<file path="config.mk">
export PLATFORM = sky130hd
export DESIGN_NAME = tccu_top
export DESIGN_NICKNAME = d
export VERILOG_FILES = /design/src/inc/tccu_pkg.sv /design/src/logic/tccu_edge_detect.sv /design/src/logic/tccu_top.sv
export SDC_FILE = /design/constraint.sdc
export NUM_CORES = 1
export LEC_CHECK = 0
export BUFFER_PORTS_ARGS = -buffer_cell sky130_fd_sc_hd__buf_2
export CAP_MARGIN = 0
export CORE_MARGIN = 3
export CORE_UTILIZATION = 23
export DETAILED_ROUTE_END_ITERATION = 10
export GPL_TIMING_DRIVEN = 0
export REMOVE_ABC_BUFFERS = 1
export SYNTH_ARGS = -nofsm -noshare
export SYNTH_HDL_FRONTEND = slang
export SYNTH_SLANG_ARGS = --single-unit
</file>
<file path="constraint.sdc">
create_clock -name i_clk -period 2.5 [get_ports i_clk]
set_input_delay 0.25 -clock i_clk [delete_from_list [all_inputs] [get_ports i_clk]]
set_output_delay 0.25 -clock i_clk [all_outputs]
set_load 0.03 [all_outputs]
</file>
<file path="src/inc/tccu_pkg.sv">
// Package of constants shared by the timer capture and compare unit.
package tccu_pkg;

    // ---------------------------------------------------------------
    // Bus and data widths.
    // ---------------------------------------------------------------
    localparam int ADR_W = 8;
    localparam int DAT_W = 32;
    localparam int SEL_W = 4;
    localparam int TMR_W = 16;
    localparam int NUM_CAP = 4;
    localparam int NUM_CMP = 3;
    localparam int PORT_W = 8;

    // ---------------------------------------------------------------
    // Register byte offsets.
    // ---------------------------------------------------------------
    localparam logic [ADR_W-1:0] OFS_EDGE_CTRL = 8'h00;
    localparam logic [ADR_W-1:0] OFS_SET_EN = 8'h04;
    localparam logic [ADR_W-1:0] OFS_RST_TGL_EN = 8'h08;
    localparam logic [ADR_W-1:0] OFS_CMP0 = 8'h0C;
    localparam logic [ADR_W-1:0] OFS_CMP1 = 8'h10;
    localparam logic [ADR_W-1:0] OFS_CMP2 = 8'h14;
    localparam logic [ADR_W-1:0] OFS_FLAGS = 8'h18;
    localparam logic [ADR_W-1:0] OFS_IRQ_EN = 8'h1C;
    localparam logic [ADR_W-1:0] OFS_CAP0 = 8'h20;
    localparam logic [ADR_W-1:0] OFS_CAP1 = 8'h24;
    localparam logic [ADR_W-1:0] OFS_CAP2 = 8'h28;
    localparam logic [ADR_W-1:0] OFS_CAP3 = 8'h2C;
    localparam logic [ADR_W-1:0] OFS_PORT = 8'h30;

    // ---------------------------------------------------------------
    // Field positions.
    // ---------------------------------------------------------------
    localparam int FLAG_LSB = 4;
    localparam int TGL_LO_BIT = 6;
    localparam int TGL_HI_BIT = 7;
    localparam int SR_W = 6;
    localparam int CMP_SET = 0;
    localparam int CMP_RST = 1;
    localparam int CMP_TGL = 2;

    // ---------------------------------------------------------------
    // Reset values.
    // ---------------------------------------------------------------
    localparam logic [7:0] RST_BYTE = 8'h00;
    localparam logic [TMR_W-1:0] RST_TMR = 16'h0000;
    localparam logic [DAT_W-1:0] RST_WORD = 32'h0000_0000;
    localparam logic [PORT_W-1:0] RST_PORT = 8'h00;

    // Merges write data into a register under the byte enables.
    function automatic logic [DAT_W-1:0] merge(input logic [DAT_W-1:0] old_v,
                                               input logic [DAT_W-1:0] new_v,
                                               input logic [SEL_W-1:0] sel);
        logic [DAT_W-1:0] res;
        res = old_v;
        for (int b = 0; b < SEL_W; b++) begin
            if (sel[b]) begin
                res[b*8 +: 8] = new_v[b*8 +: 8];
            end
        end
        return res;
    endfunction

endpackage

</file>
<file path="src/logic/tccu_edge_detect.sv">
// Edge qualifier for the four trigger pins of the capture unit.
`timescale 1ns/1ps
`default_nettype none

module tccu_edge_detect (
    // Clock and reset.
    input wire logic i_clk,
    input wire logic i_arst_n,
    // Pins and edge selection.
    input wire logic [tccu_pkg::NUM_CAP-1:0] i_trigger_pin,
    input wire logic [2*tccu_pkg::NUM_CAP-1:0] i_capture_edge_control,
    // Qualified edge events, one cycle each.
    output logic [tccu_pkg::NUM_CAP-1:0] o_event
);

    logic [tccu_pkg::NUM_CAP-1:0] pin_q;
    logic [tccu_pkg::NUM_CAP-1:0] pin_d;

    // ---------------------------------------------------------------
    // Edge qualification.
    // ---------------------------------------------------------------
    // Bit 2n selects rising, bit 2n+1 falling; both set capture either edge.
    always_comb begin
        pin_d = i_trigger_pin;
        for (int c = 0; c < tccu_pkg::NUM_CAP; c++) begin
            o_event[c] = (i_capture_edge_control[2*c] & i_trigger_pin[c] & ~pin_q[c])
                       | (i_capture_edge_control[2*c+1] & ~i_trigger_pin[c] & pin_q[c]);
        end
    end

    // Holds the previous pin level for edge detection.
    always_ff @(posedge i_clk or negedge i_arst_n) begin
        if (!i_arst_n) begin
            pin_q <= '0;
        end else begin
            pin_q <= pin_d;
        end
    end

endmodule

`default_nettype wire

</file>
<file path="src/logic/tccu_top.sv">
// Top of the timer capture and compare unit with its Wishbone register file.
//
// Behaviour
// Channel 3: bit7 falling, bit6 rising capture
// Channel 2: bit5 falling, bit4 rising capture
// Channel 1: bit3 falling, bit2 rising capture
// Channel 0: bit1 falling, bit0 rising capture
// Software loads compare values before enabling
// Compare new timer value on each increment
// Match flag set one cycle after match
// Flag requests interrupt only when enabled
// Compare 0 match sets enabled port bits
// Compare 1 match clears enabled port bits
// Compare 2 match toggles port bits 7, 6
// Toggle flops drive bits 7, 6, readable
// Zero enable bit disables that port action
// Each toggle flop obeys its own enable
// Capture loads full sixteen-bit timer value
// Edge selection also drives trigger interrupt events
// Both edge bits capture on either edge
// Same-cycle set and reset: reset wins
`timescale 1ns/1ps
`default_nettype none

module tccu_top (
    // Clock and reset.
    input wire logic i_clk,
    input wire logic i_arst_n,
    // Wishbone slave.
    input wire logic i_wb_cyc,
    input wire logic i_wb_stb,
    input wire logic i_wb_we,
    input wire logic [tccu_pkg::ADR_W-1:0] i_wb_adr,
    input wire logic [tccu_pkg::SEL_W-1:0] i_wb_sel,
    input wire logic [tccu_pkg::DAT_W-1:0] i_wb_dat,
    output logic [tccu_pkg::DAT_W-1:0] o_wb_dat,
    output logic o_wb_ack,
    // Timer.
    input wire logic [tccu_pkg::TMR_W-1:0] i_timer_value,
    input wire logic i_timer_inc,
    // Trigger pins.
    input wire logic [tccu_pkg::NUM_CAP-1:0] i_trigger_pin,
    // Outputs.
    output logic [tccu_pkg::PORT_W-1:0] o_compare_output_port,
    output logic [tccu_pkg::NUM_CMP-1:0] o_compare_irq,
    output logic [tccu_pkg::NUM_CAP-1:0] o_trigger_event
);

    // ---------------------------------------------------------------
    // Declarations.
    // ---------------------------------------------------------------
    // Bus, configuration, capture and compare state, each with its next value.
    logic ack_q, ack_d;
    logic [tccu_pkg::DAT_W-1:0] rdat_q, rdat_d;
    logic [7:0] edge_ctrl_q, edge_ctrl_d;
    logic [tccu_pkg::SR_W-1:0] set_en_q, set_en_d;
    logic [7:0] rst_tgl_en_q, rst_tgl_en_d;
    logic [tccu_pkg::TMR_W-1:0] cmp_q [tccu_pkg::NUM_CMP];
    logic [tccu_pkg::TMR_W-1:0] cmp_d [tccu_pkg::NUM_CMP];
    logic [tccu_pkg::TMR_W-1:0] cap_q [tccu_pkg::NUM_CAP];
    logic [tccu_pkg::TMR_W-1:0] cap_d [tccu_pkg::NUM_CAP];
    logic [tccu_pkg::NUM_CMP-1:0] flag_q, flag_d;
    logic [tccu_pkg::NUM_CMP-1:0] irq_en_q, irq_en_d;
    logic [tccu_pkg::NUM_CMP-1:0] match_q, match_d;
    logic [tccu_pkg::NUM_CMP-1:0] irq_q, irq_d;
    logic [tccu_pkg::PORT_W-1:0] port_q, port_d;
    logic [tccu_pkg::NUM_CAP-1:0] trig_q, trig_d;
    logic [tccu_pkg::NUM_CAP-1:0] cap_event;
    // Decoded write strobe, with the data and lanes that qualify it.
    logic wr_go;
    logic [tccu_pkg::DAT_W-1:0] wdat;
    logic [tccu_pkg::SEL_W-1:0] wsel;

    // ---------------------------------------------------------------
    // Trigger edge qualification.
    // ---------------------------------------------------------------
    // One edge detector serves both capture and trigger events.
    tccu_edge_detect u_edge (
        .i_clk(i_clk),
        .i_arst_n(i_arst_n),
        .i_trigger_pin(i_trigger_pin),
        .i_capture_edge_control(edge_ctrl_q),
        .o_event(cap_event)
    );

    // ---------------------------------------------------------------
    // Bus handshake.
    // ---------------------------------------------------------------
    // Ack rises one cycle after the request and drops the cycle after.
    always_comb begin
        ack_d = i_wb_cyc & i_wb_stb & ~ack_q;
        // A write lands at the edge at which the master samples ack high.
        wr_go = i_wb_cyc & i_wb_stb & i_wb_we & ack_q;
        wdat = i_wb_dat;
        wsel = i_wb_sel;
        rdat_d = rdat_q;
        // The word is decoded when the request is first seen, so it stands with ack.
        if (ack_d && !i_wb_we) begin
            rdat_d = tccu_pkg::RST_WORD;
            case (i_wb_adr)
                tccu_pkg::OFS_EDGE_CTRL: rdat_d[7:0] = edge_ctrl_q;
                tccu_pkg::OFS_SET_EN: begin
                    rdat_d[tccu_pkg::SR_W-1:0] = set_en_q;
                    rdat_d[tccu_pkg::TGL_HI_BIT] = port_q[tccu_pkg::TGL_HI_BIT];
                    rdat_d[tccu_pkg::TGL_LO_BIT] = port_q[tccu_pkg::TGL_LO_BIT];
                end
                tccu_pkg::OFS_RST_TGL_EN: rdat_d[7:0] = rst_tgl_en_q;
                tccu_pkg::OFS_CMP0: rdat_d[tccu_pkg::TMR_W-1:0] = cmp_q[0];
                tccu_pkg::OFS_CMP1: rdat_d[tccu_pkg::TMR_W-1:0] = cmp_q[1];
                tccu_pkg::OFS_CMP2: rdat_d[tccu_pkg::TMR_W-1:0] = cmp_q[2];
                tccu_pkg::OFS_FLAGS: begin
                    rdat_d[tccu_pkg::FLAG_LSB +: tccu_pkg::NUM_CMP] = flag_q;
                end
                tccu_pkg::OFS_IRQ_EN: begin
                    rdat_d[tccu_pkg::FLAG_LSB +: tccu_pkg::NUM_CMP] = irq_en_q;
                end
                tccu_pkg::OFS_CAP0: rdat_d[tccu_pkg::TMR_W-1:0] = cap_q[0];
                tccu_pkg::OFS_CAP1: rdat_d[tccu_pkg::TMR_W-1:0] = cap_q[1];
                tccu_pkg::OFS_CAP2: rdat_d[tccu_pkg::TMR_W-1:0] = cap_q[2];
                tccu_pkg::OFS_CAP3: rdat_d[tccu_pkg::TMR_W-1:0] = cap_q[3];
                tccu_pkg::OFS_PORT: rdat_d[tccu_pkg::PORT_W-1:0] = port_q;
                // Unmapped places read as zero.
                default: rdat_d = tccu_pkg::RST_WORD;
            endcase
        end
    end

    // Registers the acknowledge and the read word; the word holds between reads.
    always_ff @(posedge i_clk or negedge i_arst_n) begin
        if (!i_arst_n) begin
            ack_q <= 1'b0;
            rdat_q <= tccu_pkg::RST_WORD;
        end else begin
            ack_q <= ack_d;
            rdat_q <= rdat_d;
        end
    end

    // ---------------------------------------------------------------
    // Configuration registers.
    // ---------------------------------------------------------------
    // Software writes land at the edge where the master sees ack.
    always_comb begin
        logic [tccu_pkg::DAT_W-1:0] tmp;
        tmp = tccu_pkg::RST_WORD;
        edge_ctrl_d = edge_ctrl_q;
        set_en_d = set_en_q;
        rst_tgl_en_d = rst_tgl_en_q;
        irq_en_d = irq_en_q;
        for (int i = 0; i < tccu_pkg::NUM_CMP; i++) begin
            cmp_d[i] = cmp_q[i];
        end
        // Capture words have no entry here, so writes to them are ignored.
        if (wr_go) begin
            case (i_wb_adr)
                tccu_pkg::OFS_EDGE_CTRL: begin
                    tmp = tccu_pkg::merge({24'h000000, edge_ctrl_q}, wdat, wsel);
                    edge_ctrl_d = tmp[7:0];
                end
                tccu_pkg::OFS_SET_EN: begin
                    tmp = tccu_pkg::merge({26'h0000000, set_en_q}, wdat, wsel);
                    set_en_d = tmp[tccu_pkg::SR_W-1:0];
                end
                tccu_pkg::OFS_RST_TGL_EN: begin
                    tmp = tccu_pkg::merge({24'h000000, rst_tgl_en_q}, wdat, wsel);
                    rst_tgl_en_d = tmp[7:0];
                end
                tccu_pkg::OFS_CMP0: begin
                    tmp = tccu_pkg::merge({16'h0000, cmp_q[0]}, wdat, wsel);
                    cmp_d[0] = tmp[tccu_pkg::TMR_W-1:0];
                end
                tccu_pkg::OFS_CMP1: begin
                    tmp = tccu_pkg::merge({16'h0000, cmp_q[1]}, wdat, wsel);
                    cmp_d[1] = tmp[tccu_pkg::TMR_W-1:0];
                end
                tccu_pkg::OFS_CMP2: begin
                    tmp = tccu_pkg::merge({16'h0000, cmp_q[2]}, wdat, wsel);
                    cmp_d[2] = tmp[tccu_pkg::TMR_W-1:0];
                end
                tccu_pkg::OFS_IRQ_EN: begin
                    // Only lane 0 carries the enable field.
                    if (wsel[0]) begin
                        irq_en_d = wdat[tccu_pkg::FLAG_LSB +: tccu_pkg::NUM_CMP];
                    end
                end
                default: tmp = tccu_pkg::RST_WORD;
            endcase
        end
    end

    // Registers the software-visible configuration.
    always_ff @(posedge i_clk or negedge i_arst_n) begin
        if (!i_arst_n) begin
            edge_ctrl_q <= tccu_pkg::RST_BYTE;
            set_en_q <= '0;
            rst_tgl_en_q <= tccu_pkg::RST_BYTE;
            irq_en_q <= '0;
            for (int i = 0; i < tccu_pkg::NUM_CMP; i++) begin
                cmp_q[i] <= tccu_pkg::RST_TMR;
            end
        end else begin
            edge_ctrl_q <= edge_ctrl_d;
            set_en_q <= set_en_d;
            rst_tgl_en_q <= rst_tgl_en_d;
            irq_en_q <= irq_en_d;
            for (int i = 0; i < tccu_pkg::NUM_CMP; i++) begin
                cmp_q[i] <= cmp_d[i];
            end
        end
    end

    // ---------------------------------------------------------------
    // Capture channels.
    // ---------------------------------------------------------------
    // A qualified edge loads the whole timer value and pulses the event output.
    always_comb begin
        // A capture and its event come from the same qualified edge.
        trig_d = cap_event;
        for (int c = 0; c < tccu_pkg::NUM_CAP; c++) begin
            cap_d[c] = cap_event[c] ? i_timer_value : cap_q[c];
        end
    end

    // Registers the capture words and the one-cycle event pulses.
    always_ff @(posedge i_clk or negedge i_arst_n) begin
        if (!i_arst_n) begin
            trig_q <= '0;
            for (int c = 0; c < tccu_pkg::NUM_CAP; c++) begin
                cap_q[c] <= tccu_pkg::RST_TMR;
            end
        end else begin
            trig_q <= trig_d;
            for (int c = 0; c < tccu_pkg::NUM_CAP; c++) begin
                cap_q[c] <= cap_d[c];
            end
        end
    end

    // ---------------------------------------------------------------
    // Compare channels, flags and port actions.
    // ---------------------------------------------------------------
    // The match is caught on the increment and acted on one cycle later.
    always_comb begin
        // Only a timer step starts a match, so a held timer value is ignored.
        for (int i = 0; i < tccu_pkg::NUM_CMP; i++) begin
            match_d[i] = i_timer_inc & (i_timer_value == cmp_q[i]);
        end
        // Writing one clears a flag, but a new match in that cycle wins.
        flag_d = flag_q;
        if (wr_go && i_wb_adr == tccu_pkg::OFS_FLAGS && wsel[0]) begin
            flag_d = flag_q & ~wdat[tccu_pkg::FLAG_LSB +: tccu_pkg::NUM_CMP];
        end
        flag_d = flag_d | match_q;
        // The request follows the next flag value, so it rises with the flag.
        irq_d = flag_d & irq_en_q;
        // Software may write the plain latch bits; compare actions override.
        port_d = port_q;
        if (wr_go && i_wb_adr == tccu_pkg::OFS_PORT && wsel[0]) begin
            port_d[tccu_pkg::SR_W-1:0] = wdat[tccu_pkg::SR_W-1:0];
        end
        if (match_q[tccu_pkg::CMP_SET]) begin
            port_d[tccu_pkg::SR_W-1:0] = port_d[tccu_pkg::SR_W-1:0] | set_en_q;
        end
        // The clear follows the set, so a same-cycle clear wins.
        if (match_q[tccu_pkg::CMP_RST]) begin
            port_d[tccu_pkg::SR_W-1:0] = port_d[tccu_pkg::SR_W-1:0]
                                       & ~rst_tgl_en_q[tccu_pkg::SR_W-1:0];
        end
        // Toggle bits change only through their flops, never by a port write.
        if (match_q[tccu_pkg::CMP_TGL]) begin
            port_d[tccu_pkg::TGL_HI_BIT] = port_q[tccu_pkg::TGL_HI_BIT]
                                         ^ rst_tgl_en_q[tccu_pkg::TGL_HI_BIT];
            port_d[tccu_pkg::TGL_LO_BIT] = port_q[tccu_pkg::TGL_LO_BIT]
                                         ^ rst_tgl_en_q[tccu_pkg::TGL_LO_BIT];
        end
    end

    // Registers matches, flags, interrupt requests and the port.
    always_ff @(posedge i_clk or negedge i_arst_n) begin
        if (!i_arst_n) begin
            match_q <= '0;
            flag_q <= '0;
            irq_q <= '0;
            port_q <= tccu_pkg::RST_PORT;
        end else begin
            match_q <= match_d;
            flag_q <= flag_d;
            irq_q <= irq_d;
            port_q <= port_d;
        end
    end

    // ---------------------------------------------------------------
    // Output assignments.
    // ---------------------------------------------------------------
    // Every output is a flip-flop.
    assign o_wb_ack = ack_q;
    assign o_wb_dat = rdat_q;
    assign o_compare_output_port = port_q;
    assign o_compare_irq = irq_q;
    assign o_trigger_event = trig_q;

endmodule

`default_nettype wire
</file>
After elaboration in Yosys (flattened, before gate mapping):

Cells that the tools add are included.

* bits in registers: 179
* input port bits: 70
* output and inout bits: 48
* word-level logic and storage cells: 109

* equal/unequal tests: 15
* mux-type cells: 8
* bitwise logic cells: 45
* reductions and logical operators: 18

Operators with widths (number)
* one-hot mux 8 bit (7 select lines): 1
* == test 16 bit: 3
* one-hot mux 4 bit (11 select lines): 1
* == test 8 x 6 -> 1 bit (second input constant): 5
* one-hot mux 3 bit (13 select lines): 1
* == test 8 x 5 -> 1 bit (second input constant): 4
* AND reduction 3 bit: 10
* bitwise AND 1 bit: 23
* 2-to-1 mux 6 bit: 3
* == test 8 x 4 -> 1 bit (second input constant): 2
* one-hot mux 1 bit (10 select lines): 1
* NOT 1 bit: 9
* == test 8 x 3 -> 1 bit (second input constant): 1
* logical NOT 8 bit: 1
* bitwise AND 3 bit: 2
* bitwise AND 6 bit: 1
* NOT 6 bit: 1
* bitwise OR 6 bit: 1
* logical AND 1 bit: 5
* bitwise OR 1 bit: 4
* 2-to-1 mux 3 bit: 1
* NOT 3 bit: 1
* bitwise OR 3 bit: 1
* OR reduction 2 bit: 1
* other kinds (2): 3

Depth between registers and ports, before layout:

* depth in word-level cells: 10
* mapped depth: 7
* mapped depth without buffers: 5

Cells and area by module:

Synthesis repeated with hierarchy kept, for this count alone.

* cells, all modules: 725
* area, all modules: 8948.6 µm²

Modules (own cells, without submodules)
* tccu_top: instances 1, cells each 709, area each 8790.9 µm², sequential area each 4379.2 µm²
* tccu_edge_detect: instances 1, cells each 16, area each 157.7 µm², sequential area each 100.1 µm²

Least setup slack after synthesis:

OpenSTA, ideal clock, no wires.

* kind: in2reg
* start: in i_wb_adr[6] (netlist bit)
* end: reg cmp_q[10] (netlist bit)
* setup time: 0.125 ns
* arrival: 1.680 ns
* required time: 2.375 ns
* path slack: 0.695 ns
* stages: 6
* path buffers: 2
* cell sequence: buf_4 or4b_4 buf_6 nor2_8 nand2_8 mux2_4

* cells in the longest elaborated chain, start to end: 2

Ends and longest elaborated chain
* start, declared: line tccu_top.sv:33 `input wire logic [tccu_pkg::ADR_W-1:0] i_wb_adr,`
* == test 8 x 5 -> 1 bit: line tccu_top.sv:155 `case (i_wb_adr)`
* AND reduction 3 bit (no line)
* end signal, assigned by index: line tccu_top.sv:199 `cmp_q[i] <= tccu_pkg::RST_TMR;`
* end signal, assigned by index: line tccu_top.sv:207 `cmp_q[i] <= cmp_d[i];`
* end, declared: line tccu_top.sv:58 `logic [tccu_pkg::TMR_W-1:0] cmp_q [tccu_pkg::NUM_CMP];`

Every way passes these cells.
A chain may end at the register's enable or synchronous reset.

Final worst setup path:

* start: reg ack_q, in the netlist o_wb_ack
* end: reg rdat_q, in the netlist o_wb_dat[2]

* cells in the longest elaborated chain, start to end: 3

Ends and longest elaborated chain
* start, declared: line tccu_top.sv:53 `logic ack_q, ack_d;`
* start signal, assigned: line tccu_top.sv:134 `ack_q <= ack_d;`
* NOT 1 bit: line tccu_top.sv:91 `ack_d = i_wb_cyc & i_wb_stb & ~ack_q;`
* bitwise AND 1 bit: line tccu_top.sv:91
* logical AND 1 bit: line tccu_top.sv:98 `if (ack_d && !i_wb_we) begin`
* end signal, assigned: line tccu_top.sv:132 `rdat_q <= tccu_pkg::RST_WORD;`
* end signal, assigned: line tccu_top.sv:135 `rdat_q <= rdat_d;`
* end, declared: line tccu_top.sv:54 `logic [tccu_pkg::DAT_W-1:0] rdat_q, rdat_d;`

Every way passes these cells.

==> out/metrics.yaml <==
logic_synthesis:
  ys.flop_type: "dfrtp_1"
  synth_compound_area_share_pct: 8.99
  syn_inst: 721
  synthAdderAreaFrac_pct: 0
  ys_async_sr_fraction_pct: 100
  ys_ff_latch: 179
  yosys.area.top_type: "dfrtp_1"
  syn-cell-area_um2: 8920
  synth_area_leaders: "dfrtp_1, mux2_2, xnor2_1"
  synth_top_family_by_area: "multiplexers"
  ys_warn_count: 0
  synth.distinct_cells: 61
  muxShareOfSynthArea_pct: 21.8
  avgSynthCellArea_um2: 12.4
  synth_edf_count: 0
  yosys.area_share.simple_pct: 9.84
  yosysTopAreaCellShare_pct: 50.2
  synth_xor_area_share_pct: 4.91
  ys_seq_area_share_pct: 50.2
sta:
  finClkSkew_ns: 0.0113
  final.setup.tns_ns: -0.0000617
  final.setup.worst_slack_ns: -0.0000617
  timing_hold_violations_final: 0
  fin_crit_sh_pct: 100
  slew_headroom_pct: 16.1
  finalMaxSlewViolations: 0
  grt_setup_unrepaired: "no"
  period_needed_ns: 2.50
  hold_ws_ns: 0.0579
  fmax_mhz: 400
  worstMarginPinSlew_ns: 1.25
  setup_viol: 1
critical_path:
  r2r_end: "o_wb_dat[2]"
  cp.required_ns: 2.83
  rr_worst_depth: 5
  r2r_slack_ns: -0.00006
  path_class: "reg2reg"
  critical_path_arrival_ns: 2.83
  cp-end-kind: "flop"
  path_max_fanout: 23
  worstSetupStartpointType: "flop"
  crit-reg2reg-launch: "o_wb_ack"
routing:
  drtIter0Drc: 492
  top_layer_used: "met5"
  route.vias.total: 6299
  met3WireLength_um: 1830
  via_per_inst: 4.78
  wl_per_cell_um: 21.2
  wirelength_um: 27900
  drc_errors: 0
  wl_met2_um: 13600
  firstDrtPassIters: 5
  drtAntennaViolNets: 0
  met1Wirelength_um: 11700
die:
  rows: 71
  io_pins: 118
  dieHeight_um: 203
  coreArea_um2: 37900
  die_x_um: 203
  die-area_um2: 41200
  start_util_pct: 23.5
grt:
  grt_max_degree: 111
  grt_overflow: 0
  antenna_found_initial: 3
  grt_use_total_pct: 13.6
  grt_pass1_wl_um: 42600
  grt_pass1_vias: 6697
power_and_ir_drop:
  powerDensity_nw_per_um2: 565
  p_leak_uw: 0.00487
  ir_drop_mv: 0.436
final_layout:
  multi_input_area_um2: 4190
  post-route-util_pct: 27.9
  seqCellArea_um2: 4480
  drive_gt1_share_pct: 36.7
  final_cell_mix: "dfrtp_1, mux2_2, buf_2"
  nets: 865
  area_growth_pct: 18.7
  nFillCells: 3936
  layout.cells.most_common: "dfrtp_1"
hold_path:
  whs_endpoint: "o_wb_ack"
  whs_path_depth: 3
  hp-start: "i_wb_stb"
  hold_path_class: "in2reg"
clocking:
  cts_buffers: 17
  clock-sinks: 179
  clk_pin_slew_ns: 0.07
  insertion_delay_ns: 0.43
  cts_tree: "built"
  htree_levels: 4
  cts_max_path_buffers: 2
  cts_root_buf: "clkbuf_16"
placement:
  detailed_place_hpwl_um: 19900
  gp_congestion: 0.821
  io_buffers: 83
run_status:
  outcome: "finished with violations"
  violations: "setup timing"
job:
  cap_violations: 0
-- registers in the layout, summed over array words and instances (netlist names), 6 cells and up --
name                   count
edge_ctrl_q                8
o_wb_dat                  16
cmp_q                     48
rst_tgl_en_q               8
o_compare_output_port      8
cap_q                     64
set_en_q                   6
-- cells by family (layout without fill, tap and decap cells) --
group | after synthesis | count (layout)
compound gates | 110 | 110
buf+inv | 70 | 141
xor+xnor | 50 | 50
mux | 166 | 166
flops | 179 | 179
other cells | 1 | 17
simple gates | 145 | 145
-- critical path: stages (launching register included) --
cell	delay [ns]
dfrtp_1	0.40
nand4bb_2	0.26
buf_12	0.20
nor4_1	0.49
o21ai_0	0.64
a32oi_1	0.39
-- power breakdown --
group          total [µW]  internal, µW  switching, µW
registers            2930          2920           13.9
clock network        2620          1480           1140
logic                 429           126            303
total                5980          4520           1460
-- cell type report --
class / instances / share of cell area, %
Clock buffer: 24 / 4.64
Sequential cell: 179 / 42.3
Antenna cell: 1 / 0.0236
Tap cell: 511 / 6.03
Multi-Input combinational cell: 487 / 39.6
Timing Repair Buffer: 106 / 6.61
Inverter: 4 / 0.142
Clock inverter: 7 / 0.709
-- worst max path at each step --
stage,to,cells past startpoint,slack [ns],start
2_1_floorplan,cmp_q[16],3,-0.50,i_wb_adr[2]
3_3_place_gp,edge_ctrl_q[1],4,-4.24,i_wb_adr[3]
3_5_place_dp,cmp_q[18],4,-0.56,i_wb_adr[4]
4_1_cts,edge_ctrl_q[0],4,0.03,o_wb_ack
5_1_grt,o_wb_dat[2],5,0.05,o_wb_ack
6_report,o_wb_dat[2],5,-0.00006,o_wb_ack
-- per-layer routing --
metal,up-vias,global-route usage [%]
li1,2760,-
met1,3269,17.5
met2,213,22.3
met3,53,3.50
met4,4,4.48
met5,-,0
-- through the flow --
| step | worst slack, ns | std cells | power (µW) | cell area, µm² |
|---|---|---|---|---|
| finish | -0.0000617 | 1319 | 5980 | 10600 |
| global route | 0.0549 | 1318 | 6170 | 10600 |
| CTS | 0.0315 | 1318 | 6020 | 10600 |
| detailed placement | -0.562 | 1276 | 3400 | 9910 |
| global placement | -4.24 | 1264 | 3380 | 9680 |
| floorplan | -0.504 | 670 | 3130 | 8620 |
-- timing repair --
action,CTS,global route
buffers inserted,6,0
pin swaps,1,1
hold endpoints to repair,73,0
gates resized for setup,3,2
hold buffers,5,0
setup endpoints to repair,52,20
-- Yosys cell counts, types with 4 or more instances --
master,count
dfrtp_1,179
mux2_2,125
nand2_1,54
xnor2_1,38
a22oi_1,28
clkbuf_1,23
o21ai_0,23
mux2i_1,21
buf_2,19
buf_4,19
a22o_1,18
nand3_1,18
mux2_4,16
nand4_1,14
xor2_1,12
nor4_1,11
nor2_1,8
nand3b_1,7
a21oi_1,6
a222oi_1,5
a32oi_1,5
and2_1,5
a21o_1,4
inv_1,4
mux4_2,4
o21ai_1,4
No activity file was read; power rests on OpenSTA's default activity.
